<file path="src/shared/lsscfg_defines.vh">
/*
 holds the constants of the layer-setting slave command handler:
 command specifiers, frame identifiers, defaults and table indices.
 assumes inclusion by bare name from the core files.
*/
// Notes on behaviour
// [RQ1] product-code selection frame: specifier 47h, code bytes 1-4, rest zero
// [RQ2] revision low bound frame: specifier 48h, bound bytes 1-4, rest zero
// [RQ3] revision high bound frame: specifier 49h, bound bytes 1-4, rest zero
// [RQ4] selected only when own revision lies within received bounds
// [RQ5] serial low bound frame: specifier 4Ah, bound bytes 1-4, rest zero
// [RQ6] serial high bound 4Bh; serial within bounds selects the slave
// [RQ7] full match answers 4Fh with bytes 1-7 zero
// [RQ8] as delivered node identifier 7Fh and 1000 kBd
// [RQ9] requests on 7E5, answers on 7E4; inquiry 5Eh answers node id
// [RQ10] switch state 04h: byte1 01h configuration, 00h waiting, no answer
// [RQ11] configure node id 11h, confirm 11h with error 00h when accepted
// [RQ12] bit timing 13h, selector 00h, index byte 2; confirm 13h error 00h
// [RQ13] store 17h saves pending id and rate, confirm 17h error 00h
// [RQ14] stored values act after restart; boot frame 00h on 700h plus id
// [RQ15] no answer to identify requests unless every criterion matched
// [RQ16] vendor selection frame: specifier 46h, vendor bytes 1-4, rest zero
// [RQ17] mode byte 00h waiting, 01h configuration, bytes 2-7 zero
// [RQ18] index map 0,2,3,4,6,7,8 supported; other index error 01h
`ifndef LSSCFG_DEFINES_VH
`define LSSCFG_DEFINES_VH
////////////////////////////////////////////////////////////////////////////////
`define LSSCFG_ID_REQ      11'h7e5
`define LSSCFG_ID_RSP      11'h7e4
`define LSSCFG_ID_BOOT     11'h700
`define LSSCFG_CS_SWITCH   8'h04
`define LSSCFG_CS_SETID    8'h11
`define LSSCFG_CS_SETBIT   8'h13
`define LSSCFG_CS_STORE    8'h17
`define LSSCFG_CS_VENDOR   8'h46
`define LSSCFG_CS_PROD     8'h47
`define LSSCFG_CS_REVLO    8'h48
`define LSSCFG_CS_REVHI    8'h49
`define LSSCFG_CS_SERLO    8'h4a
`define LSSCFG_CS_SERHI    8'h4b
`define LSSCFG_CS_IDENT    8'h4f
`define LSSCFG_CS_INQID    8'h5e
`define LSSCFG_MODE_WAIT   8'h00
`define LSSCFG_MODE_CONF   8'h01
`define LSSCFG_ERR_OK      8'h00
`define LSSCFG_ERR_BAD     8'h01
`define LSSCFG_ERR_NVM     8'h02
`define LSSCFG_DEF_NODE    7'h7f
`define LSSCFG_DEF_INDEX   4'h0
`define LSSCFG_TBL_SEL     8'h00
`endif

</file>
<file path="src/core/lsscfg_match.v">
/*
 identify-remote-slave criteria latch and address compare.
 assumes frames are decoded by the parent and given one cycle strobes.
*/
`timescale 1ns/1ps
`default_nettype none
`include "lsscfg_defines.vh"
module lsscfg_match #(
	parameter [31:0] VENDOR_ID = 32'h00000001, // arbitrary value
	parameter [31:0] PROD_CODE = 32'h00000002, // arbitrary value
	parameter [31:0] REV_NUM   = 32'h00000003, // arbitrary value
	parameter [31:0] SER_NUM   = 32'h00000004  // arbitrary value
) (
	// clock and reset
	input  wire        mclk_i,
	input  wire        rstn_i,
	// decoded selection frame
	input  wire        sel_v_i,
	input  wire [7:0]  sel_cs_i,
	input  wire [31:0] sel_val_i,
	// result
	output reg         hit_o
);
	reg [3:0] ok_q;  // vendor, product, revision, serial
	reg       rlo_q;
	reg       slo_q;
	////////////////////////////////////////////////////////////////////////
	// criteria flags; a new vendor frame clears ok_q[3:1] and reloads ok_q[0], not rlo_q or slo_q
	always @(posedge mclk_i or negedge rstn_i) begin
		if (!rstn_i) begin
			ok_q  <= 4'h0;
			rlo_q <= 1'b0;
			slo_q <= 1'b0;
			hit_o <= 1'b0;
		end else begin
			hit_o <= 1'b0;
			if (sel_v_i) begin
				case (sel_cs_i)
				`LSSCFG_CS_VENDOR: begin
					ok_q <= {3'h0, sel_val_i == VENDOR_ID}; // RQ16
				end
				`LSSCFG_CS_PROD: begin
					ok_q[1] <= (sel_val_i == PROD_CODE); // RQ1
				end
				`LSSCFG_CS_REVLO: begin
					rlo_q <= (REV_NUM >= sel_val_i); // RQ2
				end
				`LSSCFG_CS_REVHI: begin
					ok_q[2] <= rlo_q && (REV_NUM <= sel_val_i); // RQ3 RQ4
				end
				`LSSCFG_CS_SERLO: begin
					slo_q <= (SER_NUM >= sel_val_i); // RQ5
				end
				`LSSCFG_CS_SERHI: begin
					// last criterion closes the sequence
					hit_o <= (&ok_q[2:0]) && slo_q &&
						(SER_NUM <= sel_val_i); // RQ6 RQ15
					ok_q[3] <= slo_q && (SER_NUM <= sel_val_i);
				end
				default: begin
					ok_q <= ok_q;
				end
				endcase
			end
		end
	end
endmodule // lsscfg_match
`default_nettype wire

</file>
<file path="src/core/lsscfg_slave.v">
/*
 layer-setting slave command handler: decodes request frames, answers
 with response frames, holds pending and stored node id and bit rate.
 assumes one received frame per rx strobe and a transmitter that takes
 a frame whenever tx_ready_i is high while tx_valid_o stands.
 stored values are sampled once, on the first edge after reset; requests
 are taken from the second edge on, one at a time, once tx has drained; state switch and selection frames are taken without a free tx.
*/
`timescale 1ns/1ps
`default_nettype none
`include "lsscfg_defines.vh"
module lsscfg_slave #(
	parameter [31:0] VENDOR_ID = 32'h00000001, // arbitrary value
	parameter [31:0] PROD_CODE = 32'h00000002, // arbitrary value
	parameter [31:0] REV_NUM   = 32'h00000003, // arbitrary value
	parameter [31:0] SER_NUM   = 32'h00000004  // arbitrary value
) (
	// clock and reset
	input  wire        mclk_i,
	input  wire        rstn_i,
	// received frame
	input  wire        rx_valid_i,
	input  wire [10:0] rx_id_i,
	input  wire [63:0] rx_data_i,
	// transmitted frame
	output reg         tx_valid_o,
	output reg  [10:0] tx_id_o,
	output reg  [3:0]  tx_len_o,
	output reg  [63:0] tx_data_o,
	input  wire        tx_ready_i,
	// nonvolatile store handshake
	output reg         nv_write_o,
	output reg  [6:0]  nv_node_o,
	output reg  [3:0]  nv_index_o,
	input  wire        nv_fail_i,
	// stored values, read at restart
	input  wire [6:0]  nv_node_i,
	input  wire [3:0]  nv_index_i,
	input  wire        nv_valid_i,
	// active settings
	output reg  [6:0]  node_identifier_o,
	output reg  [3:0]  bit_index_o,
	output reg         conf_mode_o
);
	////////////////////////////////////////////////////////////////////////
	// one-hot states: boot frame, normal run, store in flight
	localparam ST_BOOT = 3'b001;
	localparam ST_RUN  = 3'b010;
	localparam ST_BUSY = 3'b100;

	// pending settings wait for a store and a restart to act
	reg [2:0]  st_q;
	reg [6:0]  pend_node_q;
	reg [3:0]  pend_index_q;
	wire       hit;
	// request fields: specifier, first and second data byte
	wire [7:0] cs = rx_data_i[7:0];
	wire [7:0] b1 = rx_data_i[15:8];
	wire [7:0] b2 = rx_data_i[23:16];
	// only frames on the request identifier count
	wire       req = rx_valid_i && (rx_id_i == `LSSCFG_ID_REQ); // RQ9
	wire       sel = req && cs >= `LSSCFG_CS_VENDOR &&
	                 cs <= `LSSCFG_CS_SERHI;

	// supported bit-timing table indices
	function idx_ok;
		input [7:0] i;
		begin
			case (i)
			8'h00, 8'h02, 8'h03, 8'h04, 8'h06, 8'h07, 8'h08:
				idx_ok = 1'b1; // RQ18
			default: idx_ok = 1'b0;
			endcase
		end
	endfunction

	// response frame with specifier and one data byte
	function [63:0] rsp;
		input [7:0] c;
		input [7:0] d;
		begin
			rsp = {48'h0, d, c};
		end
	endfunction

	////////////////////////////////////////////////////////////////////////
	// identification criteria
	// the last range frame closes the selection
	lsscfg_match #(
		.VENDOR_ID (VENDOR_ID),
		.PROD_CODE (PROD_CODE),
		.REV_NUM   (REV_NUM),
		.SER_NUM   (SER_NUM)
	) u_match (
		.mclk_i    (mclk_i),
		.rstn_i    (rstn_i),
		.sel_v_i   (sel),
		.sel_cs_i  (cs),
		.sel_val_i (rx_data_i[39:8]),
		.hit_o     (hit)
	);

	////////////////////////////////////////////////////////////////////////
	// command decode and response
	always @(posedge mclk_i or negedge rstn_i) begin
		if (!rstn_i) begin
			st_q              <= ST_BOOT;
			tx_valid_o        <= 1'b0;
			tx_id_o           <= 11'h000;
			tx_len_o          <= 4'h0;
			tx_data_o         <= 64'h0;
			nv_write_o        <= 1'b0;
			nv_node_o         <= `LSSCFG_DEF_NODE;
			nv_index_o        <= `LSSCFG_DEF_INDEX;
			node_identifier_o <= `LSSCFG_DEF_NODE;  // RQ8
			bit_index_o       <= `LSSCFG_DEF_INDEX; // RQ8
			conf_mode_o       <= 1'b0;
			pend_node_q       <= `LSSCFG_DEF_NODE;
			pend_index_q      <= `LSSCFG_DEF_INDEX;
		end else begin
			// store strobe lasts one cycle
			nv_write_o <= 1'b0;
			if (tx_valid_o && tx_ready_i)
				tx_valid_o <= 1'b0;
			case (st_q)
			ST_BOOT: begin
				// stored values take effect only here, after restart
				if (nv_valid_i && nv_node_i != 7'h00) begin
					node_identifier_o <= nv_node_i; // RQ14
					bit_index_o       <= nv_index_i;
					pend_node_q       <= nv_node_i;
					pend_index_q      <= nv_index_i;
					tx_id_o <= `LSSCFG_ID_BOOT + {4'h0, nv_node_i}; // RQ14
				end else begin
					tx_id_o <= `LSSCFG_ID_BOOT +
						{4'h0, `LSSCFG_DEF_NODE};
				end
				// boot frame: one zero byte
				tx_len_o   <= 4'h1;
				tx_data_o  <= 64'h0; // RQ14
				tx_valid_o <= 1'b1;
				st_q       <= ST_RUN;
			end
			ST_BUSY: begin
				// store result turns into confirmation
				tx_id_o    <= `LSSCFG_ID_RSP;
				tx_len_o   <= 4'h8;
				tx_data_o  <= rsp(`LSSCFG_CS_STORE, nv_fail_i ?
					`LSSCFG_ERR_NVM : `LSSCFG_ERR_OK); // RQ13
				tx_valid_o <= 1'b1;
				st_q       <= ST_RUN;
			end
			ST_RUN: begin
				// identify answer, in any mode
				if (hit && !tx_valid_o) begin
					tx_id_o    <= `LSSCFG_ID_RSP;
					tx_len_o   <= 4'h8;
					tx_data_o  <= rsp(`LSSCFG_CS_IDENT, 8'h00); // RQ7
					tx_valid_o <= 1'b1;
				end else if (req && cs == `LSSCFG_CS_SWITCH) begin
					// no confirmation for the state switch
					if (b1 == `LSSCFG_MODE_CONF)
						conf_mode_o <= 1'b1; // RQ10 RQ17
					else if (b1 == `LSSCFG_MODE_WAIT)
						conf_mode_o <= 1'b0; // RQ10 RQ17
				end else if (req && conf_mode_o && !tx_valid_o) begin
					// needs conf mode and a free tx
					tx_id_o  <= `LSSCFG_ID_RSP;
					tx_len_o <= 4'h8;
					case (cs)
					`LSSCFG_CS_INQID: begin
						tx_data_o  <= rsp(`LSSCFG_CS_INQID,
							{1'b0, node_identifier_o}); // RQ9
						tx_valid_o <= 1'b1;
					end
					`LSSCFG_CS_SETID: begin
						// ids 01h to 7fh only
						if (b1 >= 8'h01 && b1 <= 8'h7f) begin
							pend_node_q <= b1[6:0];
							tx_data_o   <= rsp(`LSSCFG_CS_SETID,
								`LSSCFG_ERR_OK); // RQ11
						end else begin
							tx_data_o <= rsp(`LSSCFG_CS_SETID,
								`LSSCFG_ERR_BAD);
						end
						tx_valid_o <= 1'b1;
					end
					`LSSCFG_CS_SETBIT: begin
						// standard table, known index
						if (b1 == `LSSCFG_TBL_SEL && idx_ok(b2)) begin
							pend_index_q <= b2[3:0]; // RQ12
							tx_data_o    <= rsp(`LSSCFG_CS_SETBIT,
								`LSSCFG_ERR_OK); // RQ12
						end else begin
							tx_data_o <= rsp(`LSSCFG_CS_SETBIT,
								`LSSCFG_ERR_BAD); // RQ18
						end
						tx_valid_o <= 1'b1;
					end
					`LSSCFG_CS_STORE: begin
						// answer on the next cycle, with nv_fail_i as the result
						nv_write_o <= 1'b1; // RQ13
						nv_node_o  <= pend_node_q;
						nv_index_o <= pend_index_q;
						st_q       <= ST_BUSY;
					end
					default: begin
						// unknown specifier: ignored
						st_q <= ST_RUN;
					end
					endcase
				end
			end
			default: begin
				// illegal state: back to run
				st_q <= ST_RUN;
			end
			endcase
		end
	end
endmodule // lsscfg_slave
`default_nettype wire

</file>
<file path="config.mk">
export PLATFORM = sky130hd
export DESIGN_NAME = lsscfg_slave
export DESIGN_NICKNAME = d
export VERILOG_FILES = /design/src/core/lsscfg_match.v /design/src/core/lsscfg_slave.v
export VERILOG_INCLUDE_DIRS = /design/src /design/src/shared
export SDC_FILE = /design/constraint.sdc
export NUM_CORES = 1
export LEC_CHECK = 0
export BUFFER_PORTS_ARGS = -buffer_cell sky130_fd_sc_hd__buf_4
export CORE_ASPECT_RATIO = 1.75
export CORE_MARGIN = 3
export CORE_UTILIZATION = 47
export CTS_BUF_LIST = sky130_fd_sc_hd__clkbuf_2
export DETAILED_ROUTE_END_ITERATION = 8
export PLACE_DENSITY_LB_ADDON = 0.25
export SKIP_CTS_REPAIR_TIMING = 1
export SLEW_MARGIN = 30
export SYNTH_ARGS = -nofsm -noshare
export SYNTH_HDL_FRONTEND = slang
export SYNTH_SLANG_ARGS = --single-unit
</file>
<file path="constraint.sdc">
create_clock -name mclk_i -period 2.4 [get_ports mclk_i]
set_input_delay 0.12 -clock mclk_i [delete_from_list [all_inputs] [get_ports mclk_i]]
set_output_delay 0.12 -clock mclk_i [all_outputs]
set_load 0.005 [all_outputs]
</file>
======== After elaboration in Yosys (flattened, before gate mapping) ========
Index checks and enable logic that the tools add are counted.
operators by class
  bitwise logic cells ..................... 2
  reductions and logical operators ........ 40
  mux-type cells .......................... 59
  eq/ne operators ......................... 36
  add/sub/neg operators ................... 1
  order comparisons ....................... 8
operator list
  cell                                                               number
  case mux 64 bit (3 select lines)                                   2
  2-to-1 mux 64 bit                                                  3
  equality test 8 x 7 -> 1 bit, second input constant                7
  2-to-1 mux 11 bit                                                  4
  2-to-1 mux 7 bit                                                   6
  2-to-1 mux 4 bit                                                   9
  case mux 11 bit (3 select lines)                                   1
  equality test 32 x 1 -> 1 bit, second input constant               1
  equality test 32 x 2 -> 1 bit, second input constant               1
  equality test 8 x 3 -> 1 bit, second input constant                4
  greater-or-equal comparator 2 x 32 -> 1 bit, first input constant  1
  greater-or-equal comparator 3 x 32 -> 1 bit, first input constant  1
  less-or-equal comparator 2 x 32 -> 1 bit, first input constant     1
  less-or-equal comparator 3 x 32 -> 1 bit, first input constant     1
  equality test 8 x 5 -> 1 bit, second input constant                3
  2-to-1 mux 1 bit                                                   20
  2-to-1 mux 9 bit                                                   2
  equality test 8 x 2 -> 1 bit, second input constant                2
  less-or-equal comparator 8 x 7 -> 1 bit, second input constant     2
  logical NOT 8 bit                                                  2
  inequality test 2 bit, second input constant                       8
  logical AND 1 bit                                                  14
  case mux 7 bit (2 select lines)                                    1
  AND reduction 7 bit                                                2
  other kinds (30)                                                   48
storage, ports and cells
  bits of input ports ..................... 92
  output and inout bits ................... 104
  register bits after elaboration ......... 124

======== Longest topological paths before layout ========
Gate-level depths: netlist of run 1.
  word-level depth ........................ 15
  mapped depth ............................ 7
  depth with buffers taken out ............ 5

======== Hierarchy ========
From an unflattened synthesis of run 1, not the netlist that was laid out.
unflattened totals
  cells, all modules ...................... 342
  area, all modules ....................... 3854.9 µm²
modules (own cells, without submodules)
  module        times used  area an instance (µm²)  seq. area each (µm²)  cells an instance
  lsscfg_slave  1           3408.3                  1554.0                294
  lsscfg_match  1           446.7                   150.1                 48

======== Worst setup path before layout of run 1 ========
OpenSTA, ideal clock, no wires.
  path kind ............................... register -> register
  start point ............................. reg st_q[0]
  end point ............................... reg pend_node_q[0]
  path buffers ............................ 2
  clock period less this slack ............ 2.209 ns
  arrival time ............................ 2.127 ns
  stages on the path, launching flop included .. 8
  setup slack ............................. 0.191 ns
  library setup time ...................... 0.082 ns
  cell sequence ........................... dfstp_2 > nand2b_1 > or2_0 > clkbuf_1 > or2_2 > buf_4 > a211oi_4 > mux2_2
on the way
  word-level cells in the longest chain between the ends .. 3
ends and longest elaborated chain
  element                                                                       line                text
  from (decl)                                                                   lsscfg_slave.v:52   reg [2:0] st_q;
  from (signal assigned)                                                        lsscfg_slave.v:107  st_q <= ST_BOOT;
  from (signal assigned)                                                        lsscfg_slave.v:142  st_q <= ST_RUN;
  from (signal assigned)                                                        lsscfg_slave.v:151  st_q <= ST_RUN;
  equality test 3 x 2 -> 1 bit or equality test 3 x 1 -> 1 bit (tied branches)  lsscfg_slave.v:125  case (st_q)
  inequality test 2 x 1 -> 1 bit (no line) (tied with other cells)              -
  AND reduction 7 bit (no line)                                                 -
  to (signal assigned)                                                          lsscfg_slave.v:118  pend_node_q <= `LSSCFG_DEF_NODE;
  to (signal assigned)                                                          lsscfg_slave.v:131  pend_node_q <= nv_node_i;
  to (signal assigned)                                                          lsscfg_slave.v:179  pend_node_q <= b1[6:0];
  to (decl)                                                                     lsscfg_slave.v:53   reg [6:0] pend_node_q;
Parallel ways exist; a longest one is shown, timed or not.
A chain may end at the register's enable or synchronous reset.

======== Final worst setup path of run 1 ========
Ends and elaborated chain as after synthesis.

==> results of run 1 <==
critical path, cell delays in order (launching register included):
cell and delay, ns:
dfstp_2 0.62, nand2b_1 0.10, or2_0 0.24, or2_2 0.38, a211oi_4 0.44, mux2_2 0.39
worst paths after layout:
check | slack (ns) | startpoint | cells past startpoint | to
setup / recovery | 0.16 | st_q[0]$_DFFE_PN1P_ | 5 | pend_node_q[0]$_DFFE_PN1P_
hold / removal | 0.007 | rx_data_i[0] | 4 | u_match.slo_q$_DFFE_PN0P_
setup reg to reg | 0.16 | st_q[0]$_DFFE_PN1P_ | 5 | pend_node_q[0]$_DFFE_PN1P_
hold reg to reg | 0.51 | tx_len_o[0]$_DFFE_PN0P_ | 1 | tx_len_o[0]$_DFFE_PN0P_
max in group asynchronous | 1.61 | rstn_i | 2 | u_match.ok_q[0]$_DFFE_PN0P_
min in group asynchronous | 0.23 | rstn_i | 2 | tx_data_o[12]$_DFFE_PN0P_
power groups by stage:
stage	registers [uW]	logic [uW]	clock network (uW)
after global placement	1200	299	0
after detailed placement	1200	303	0
after floorplan	1200	171	0
final	1180	342	542
after global routing	1190	378	607
after CTS	1180	304	562
final cells by class:
type	instances	area, um^2
clock buffer	11	55.1
fill	650	2750
sequential	67	1700
timing repair buffer	156	1240
multi-input combinational	269	1740
inverter	12	45.0
clock inverter	5	30.0
tap	88	110
state kept, by name (all words and copies together), names as in the netlist, 4 cells and up:
signal             flops
nv_index_o             4
tx_id_o                9
bit_index_o            4
pend_node_q            7
nv_node_o              7
tx_data_o             12
pend_index_q           4
node_identifier_o      7
cell families (layout without fill, tap and decap cells):
family | count (synthesis) | after routing
buf+inv | 78 | 184
mux | 46 | 46
xor+xnor | 1 | 1
compound gates | 39 | 39
other cells | 1 | 54
simple gates | 129 | 129
flops | 67 | 67
per-stage QoR:
| step | power, uW | std cells | hold WS [ns] | utilization [%] |
|---|---|---|---|---|
| after detailed placement | 1500 | 563 | 0.274 | 59.3 |
| after floorplan | 1370 | 414 | -0.176 | - |
| after global placement | 1500 | 563 | 0.267 | 59.3 |
| final | 2060 | 608 | 0.00651 | 64.2 |
| after CTS | 2050 | 579 | -0.331 | 60.4 |
| after global routing | 2170 | 608 | 0.0106 | 64.2 |
routing by layer:
layer  vias up  track usage (%)  routed length [um]  share of wire (%)
met2       133             35.6                5200                 55
met5         -                0                   0                  0
met3        11             4.61                 671                7.1
met4         0             6.72                 157                1.7
met1      1483             22.2                3450                 36
li1       1465                -                   -                  -
layout by cell type (no fill, tap or decap), types with 3 or more instances in the layout:
| cell type | instances |
|---|---|
| nand3_1 | 6 |
| nor2_1 | 17 |
| o2bb2ai_1 | 5 |
| inv_1 | 12 |
| and4_1 | 5 |
| mux2_2 | 38 |
| nor4_1 | 7 |
| buf_4 | 127 |
| dfrtp_1 | 45 |
| conb_1 | 54 |
| nor2b_1 | 4 |
| nor3_1 | 3 |
| nand2_1 | 45 |
| mux2i_1 | 7 |
| a21oi_1 | 4 |
| nor3b_1 | 3 |
| clkinvlp_4 | 3 |
| nand3b_1 | 3 |
| o21ai_0 | 10 |
| o22a_1 | 3 |
| nor4b_1 | 4 |
| nand4_1 | 4 |
| or4_1 | 5 |
| dfstp_2 | 22 |
| nand2b_1 | 4 |
| o21a_1 | 3 |
| dlygate4sd3_1 | 29 |
| a21o_1 | 3 |
| clkbuf_2 | 11 |
| and3_1 | 4 |
==> impl_metrics.yaml, run 1 <==
status:
  status: "completed"
finish:
  diodes: 0
  drive_gt1_share_pct: 40.2
  final_nets: 607
  final_area_um2: 4920
  syn_to_final_growth_pct: 31.2
yosys:
  synth_edf_count: 0
  synth_compound_gate_area_share_pct: 8.30
  synth_top_cells_by_count: "buf_4 (58), dfrtp_1 (45), nand2_1 (45)"
  ys_types: 52
  syn-cell-area_um2: 3750
  synth-xor-area-share_pct: 0.233
  yosysMostFrequentCell: "buf_4"
  synth_ff_type: "dfrtp_1"
  synth_top_family_by_area: "simple AND/OR/NAND/NOR gates"
  synth_cells: 361
  synth_top_area_share_pct: 30.0
  synthSimpleGateAreaFrac_pct: 18.8
  yosysWarnings: 0
  ys_ff_latch: 67
  synth_fa_ha_area_share_pct: 0
  yosys-top-cells-area: "dfrtp_1 (30%), dfstp_2 (15%), buf_4 (12%), mux2_2 (11%), nand2_1 (4.5%)"
  synth.area.mux_share_pct: 13.6
  syn_avg_cell_area_um2: 10.4
  post-synth-top-area-cell: "dfrtp_1"
  postSynth.asyncResetShare_pct: 100
  ys_seq_area_share_pct: 45.4
floorplan:
  die_y_um: 124
  rows: 42
  initial_utilization_pct: 48.9
  dieArea_um2: 9140
  die_w_um: 73.6
  core_um2: 7670
  pin_count: 196
clock_tree:
  clkLatencyLatePin_ns: 0.52
  htreeDepth: 3
  numCtsBuffers: 9
  path_clk_slew_ns: 0.20
  clockBufferDepth: 2
  cts_tree: "yes"
  clock-sinks: 67
  cts-root-buf: "clkbuf_2"
timing:
  fmax_mhz: 446
  tightest_slew_ns: 0.829
  setup_tns_ns: 0
  rsz0062_at_grt: "no"
  min_period_ns: 2.24
  fin_ws_ns: 0.155
  report.final.slew_viol_count: 0
  finalHoldViolations: 0
  slew_headroom_pct: 44.7
  skew_ns: 0.0327
  finalSetupViolations: 0
  fin_crit_sh_pct: 93.5
setup_path:
  cp-start-kind: "flop"
  crit_fanout: 7
  path_class: "reg2reg"
  endpoint_kind: "flop"
  cp.required_ns: 2.84
  critPathArrivalTime_ns: 2.68
pwr:
  p_leak_uw: 0.00246
  seqPwrFrac_pct: 57.2
  switching_share_pct: 28.1
  clkPwrFrac_pct: 26.3
  max-vdd-ir-drop_mv: 0.301
  power_frac_comb_pct: 16.5
  p_int_uw: 1480
  p_sw_uw: 581
  powerDensity_nw_per_um2: 419
routing:
  wl_per_cell_um: 15.6
  final_antenna_net_count: 0
  drt_iter0_markers: 150
  avgViaCountPerCell: 5.09
  drc: 0
  drt_wl_total_mm: 9.48
  vias: 3092
  drt-pass1-iter-count: 4
placed_design:
  dp_hpwl_mm: 7.15
  port_buffers: 118
  gp_congestion: 0.845
  placed_area_um2: 4550
  pre_cts_ws_ns: 0.214
flow_run:
  maxCapViolCount: 0
grt:
  grt_max_degree: 68
  first_global_vias: 2891
  grt_usage_pct: 19.9
  grt_pass1_wl_mm: 14.1
  grt_overflow: 0
  grt_antenna_before_repair: 0
worst_hold_path:
  hold_path.class: "in2reg"
Note: power is estimated with default switching activity, not from simulation.
==> run 2, diff against run 1 <==
CELL_PAD_IN_SITES_DETAIL_PLACEMENT = 1   (was default)
CELL_PAD_IN_SITES_GLOBAL_PLACEMENT = 1   (was default)
CORE_UTILIZATION = 31   (was 47)
clock period = 1.9 ns   (was 2.4 ns; I/O delays follow)
==> impl_metrics.yaml, run 2 (synthesis results as in run 1) <==
setup_path:
  reg2reg_from: "st_q[0]$_DFFE_PN1P_"
  slowest_delay_ns: 0.53
  rrSetupSlack_ns: -0.01
  cp_slowest_cell: "dlygate4sd3_1"
  crit_fanout: 2
  critPathLaunch: "rx_data_i[0]"
  cp-start-kind: "input pin"
  endpoint_kind: "flop"
  critPathArrivalTime_ns: 2.33
  endpoint: "conf_mode_o$_DFFE_PN0P_"
  path_class: "in2reg"
  reg2reg_depth: 6
  r2r-end: "pend_node_q[2]$_DFFE_PN1P_"
  crit_top_cell: "or4_4"
  cp.required_ns: 2.31
  critical_path.cell_chain: "dlygate4sd3_1 > buf_4 > or2_2 > or4_4 > or4_4 > mux2_4"
flow_run:
  maxCapViolCount: 0
finish:
  fillers: 1366
  instances_no_fill: 702
  largest_register_ffs: 12
  syn_to_final_growth_pct: 45.5
  top_register: "tx_data_o"
  drive_gt1_share_pct: 46.5
  seqCellArea_um2: 1700
  final_common_cell: "buf_4"
  final_area_um2: 5460
  reg_top3: "tx_data_o (12), tx_id_o (9)"
  final_cell_mix: "buf_4 (170), conb_1 (54), dfrtp_1 (45), nand2_1 (44), mux2_2 (31)"
  multi_input_area_um2: 1810
  final_nets: 653
clock_tree:
  clock-sinks: 67
  cts-root-buf: "clkbuf_2"
  numCtsBuffers: 9
  path_clk_slew_ns: 0.20
  clkLatencyLatePin_ns: 0.49
  htreeDepth: 3
  clockBufferDepth: 2
  cts_tree: "yes"
floorplan:
  dieArea_um2: 13500
  die_w_um: 89.2
  core_um2: 11700
  initial_utilization_pct: 32.1
  die_y_um: 152
  rows: 52
  pin_count: 196
grt:
  grt_usage_pct: 16.5
  first_global_vias: 3479
  grt_pass1_wl_mm: 17.0
  grt_overflow: 0
  grt_max_degree: 68
  grt_antenna_before_repair: 1
routing:
  drt_iter0_markers: 103
  vias: 3318
  drc: 0
  drt-pass1-iter-count: 4
  drt_wl_total_mm: 11.3
  avgViaCountPerCell: 4.73
  wl_per_cell_um: 16.1
  final_antenna_net_count: 0
pwr:
  p_sw_uw: 774
  powerDensity_nw_per_um2: 515
  max-vdd-ir-drop_mv: 0.370
  total_power_uw: 2810
  p_leak_uw: 0.00274
  p_int_uw: 2040
  clkPwrFrac_pct: 29.5
  switching_share_pct: 27.5
  power_frac_comb_pct: 17.4
  seqPwrFrac_pct: 53.1
status:
  status: "complete, but fails checks"
  violations: "setup timing"
timing:
  tightest_slew_ns: 0.846
  min_period_ns: 1.92
  report.final.slew_viol_count: 0
  setup_tns_ns: -0.0441
  holdWs_ns: 0.0764
  fin_crit_sh_pct: 101
  fmax_mhz: 521
  finalSetupViolations: 6
  slew_headroom_pct: 43.6
  fin_ws_ns: -0.0194
  finalHoldViolations: 0
  skew_ns: 0.0167
  rsz0062_at_grt: "yes"
placed_design:
  placed_area_um2: 4980
  port_buffers: 118
  place_inst: 653
  gp_congestion: 0.790
  dp_hpwl_mm: 8.94
worst_hold_path:
  hold_path.class: "in2reg"
[run 2: changes by cell type in the layout (fill, tap and decap cells not counted), sizes merged]
cell | previous run | this run
clkbuf | 11 | 9
bufinv | 0 | 1
clkinvlp | 3 | 1
buf | 127 | 172
diode | 0 | 1
clkinv | 2 | 5
dlygate4sd3 | 29 | 30
[run 2: worst min-delay path by stage]
stage / cells after the start / slack [ns] / endpoint / startpoint
finish: 5 / 0.08 / tx_id_o[0]$_DFFE_PN0P_ / nv_valid_i
detailed placement: 1 / 0.26 / nv_write_o$_DFF_PN0_ / rstn_i
floorplan: 0 / -0.20 / bit_index_o[0]$_DFFE_PN0P_ / rstn_i
CTS: 1 / -0.33 / tx_data_o[10]$_DFFE_PN0P_ / rstn_i
global placement: 1 / 0.25 / nv_write_o$_DFF_PN0_ / rstn_i
global route: 5 / 0.04 / tx_id_o[4]$_DFFE_PN0P_ / nv_valid_i
[run 2: power groups by stage]
stage	sequential (uW)	clock [uW]	combinational, uW
2_1_floorplan	1520	0	218
3_3_place_gp	1520	0	432
3_5_place_dp	1520	0	439
4_1_cts	1500	873	441
5_1_grt	1500	944	542
6_report	1490	831	488
[run 2: cell type report]
| type | count | share of cell area (%) |
|---|---|---|
| tap | 135 | 3.09 |
| antenna | 1 | 0.0458 |
| clock buffer | 9 | 0.825 |
| sequential | 67 | 31.2 |
| inverter | 12 | 0.825 |
| timing repair buffer | 202 | 29.6 |
| clock inverter | 7 | 1.26 |
| multi-input combinational | 269 | 33.2 |
[run 2: stage by stage]
stage / worst slack (ns) / util (%)
after floorplan: -0.288 / -
after global placement: -0.192 / 42.5
after detailed placement: -0.219 / 42.5
after CTS: -0.217 / 43.5
after global routing: -0.0656 / 46.6
final: -0.0194 / 46.6
[run 2: critical path, delay by kind of cell]
| family | cells | cell delay (ns) |
|---|---|---|
| buffers and inverters | 2 | 0.66 |
| and+or+nand+nor | 3 | 1.26 |
| muxes | 1 | 0.31 |
[run 2: routing by layer]
metal  GRT usage [%]  share of wire (%)  vias up
met5               0                  0        -
met4            6.41                1.2        0
met3            2.54                4.8        8
met2            31.1                 58      120
met1            17.7                 36     1637
li1                -                  -     1553
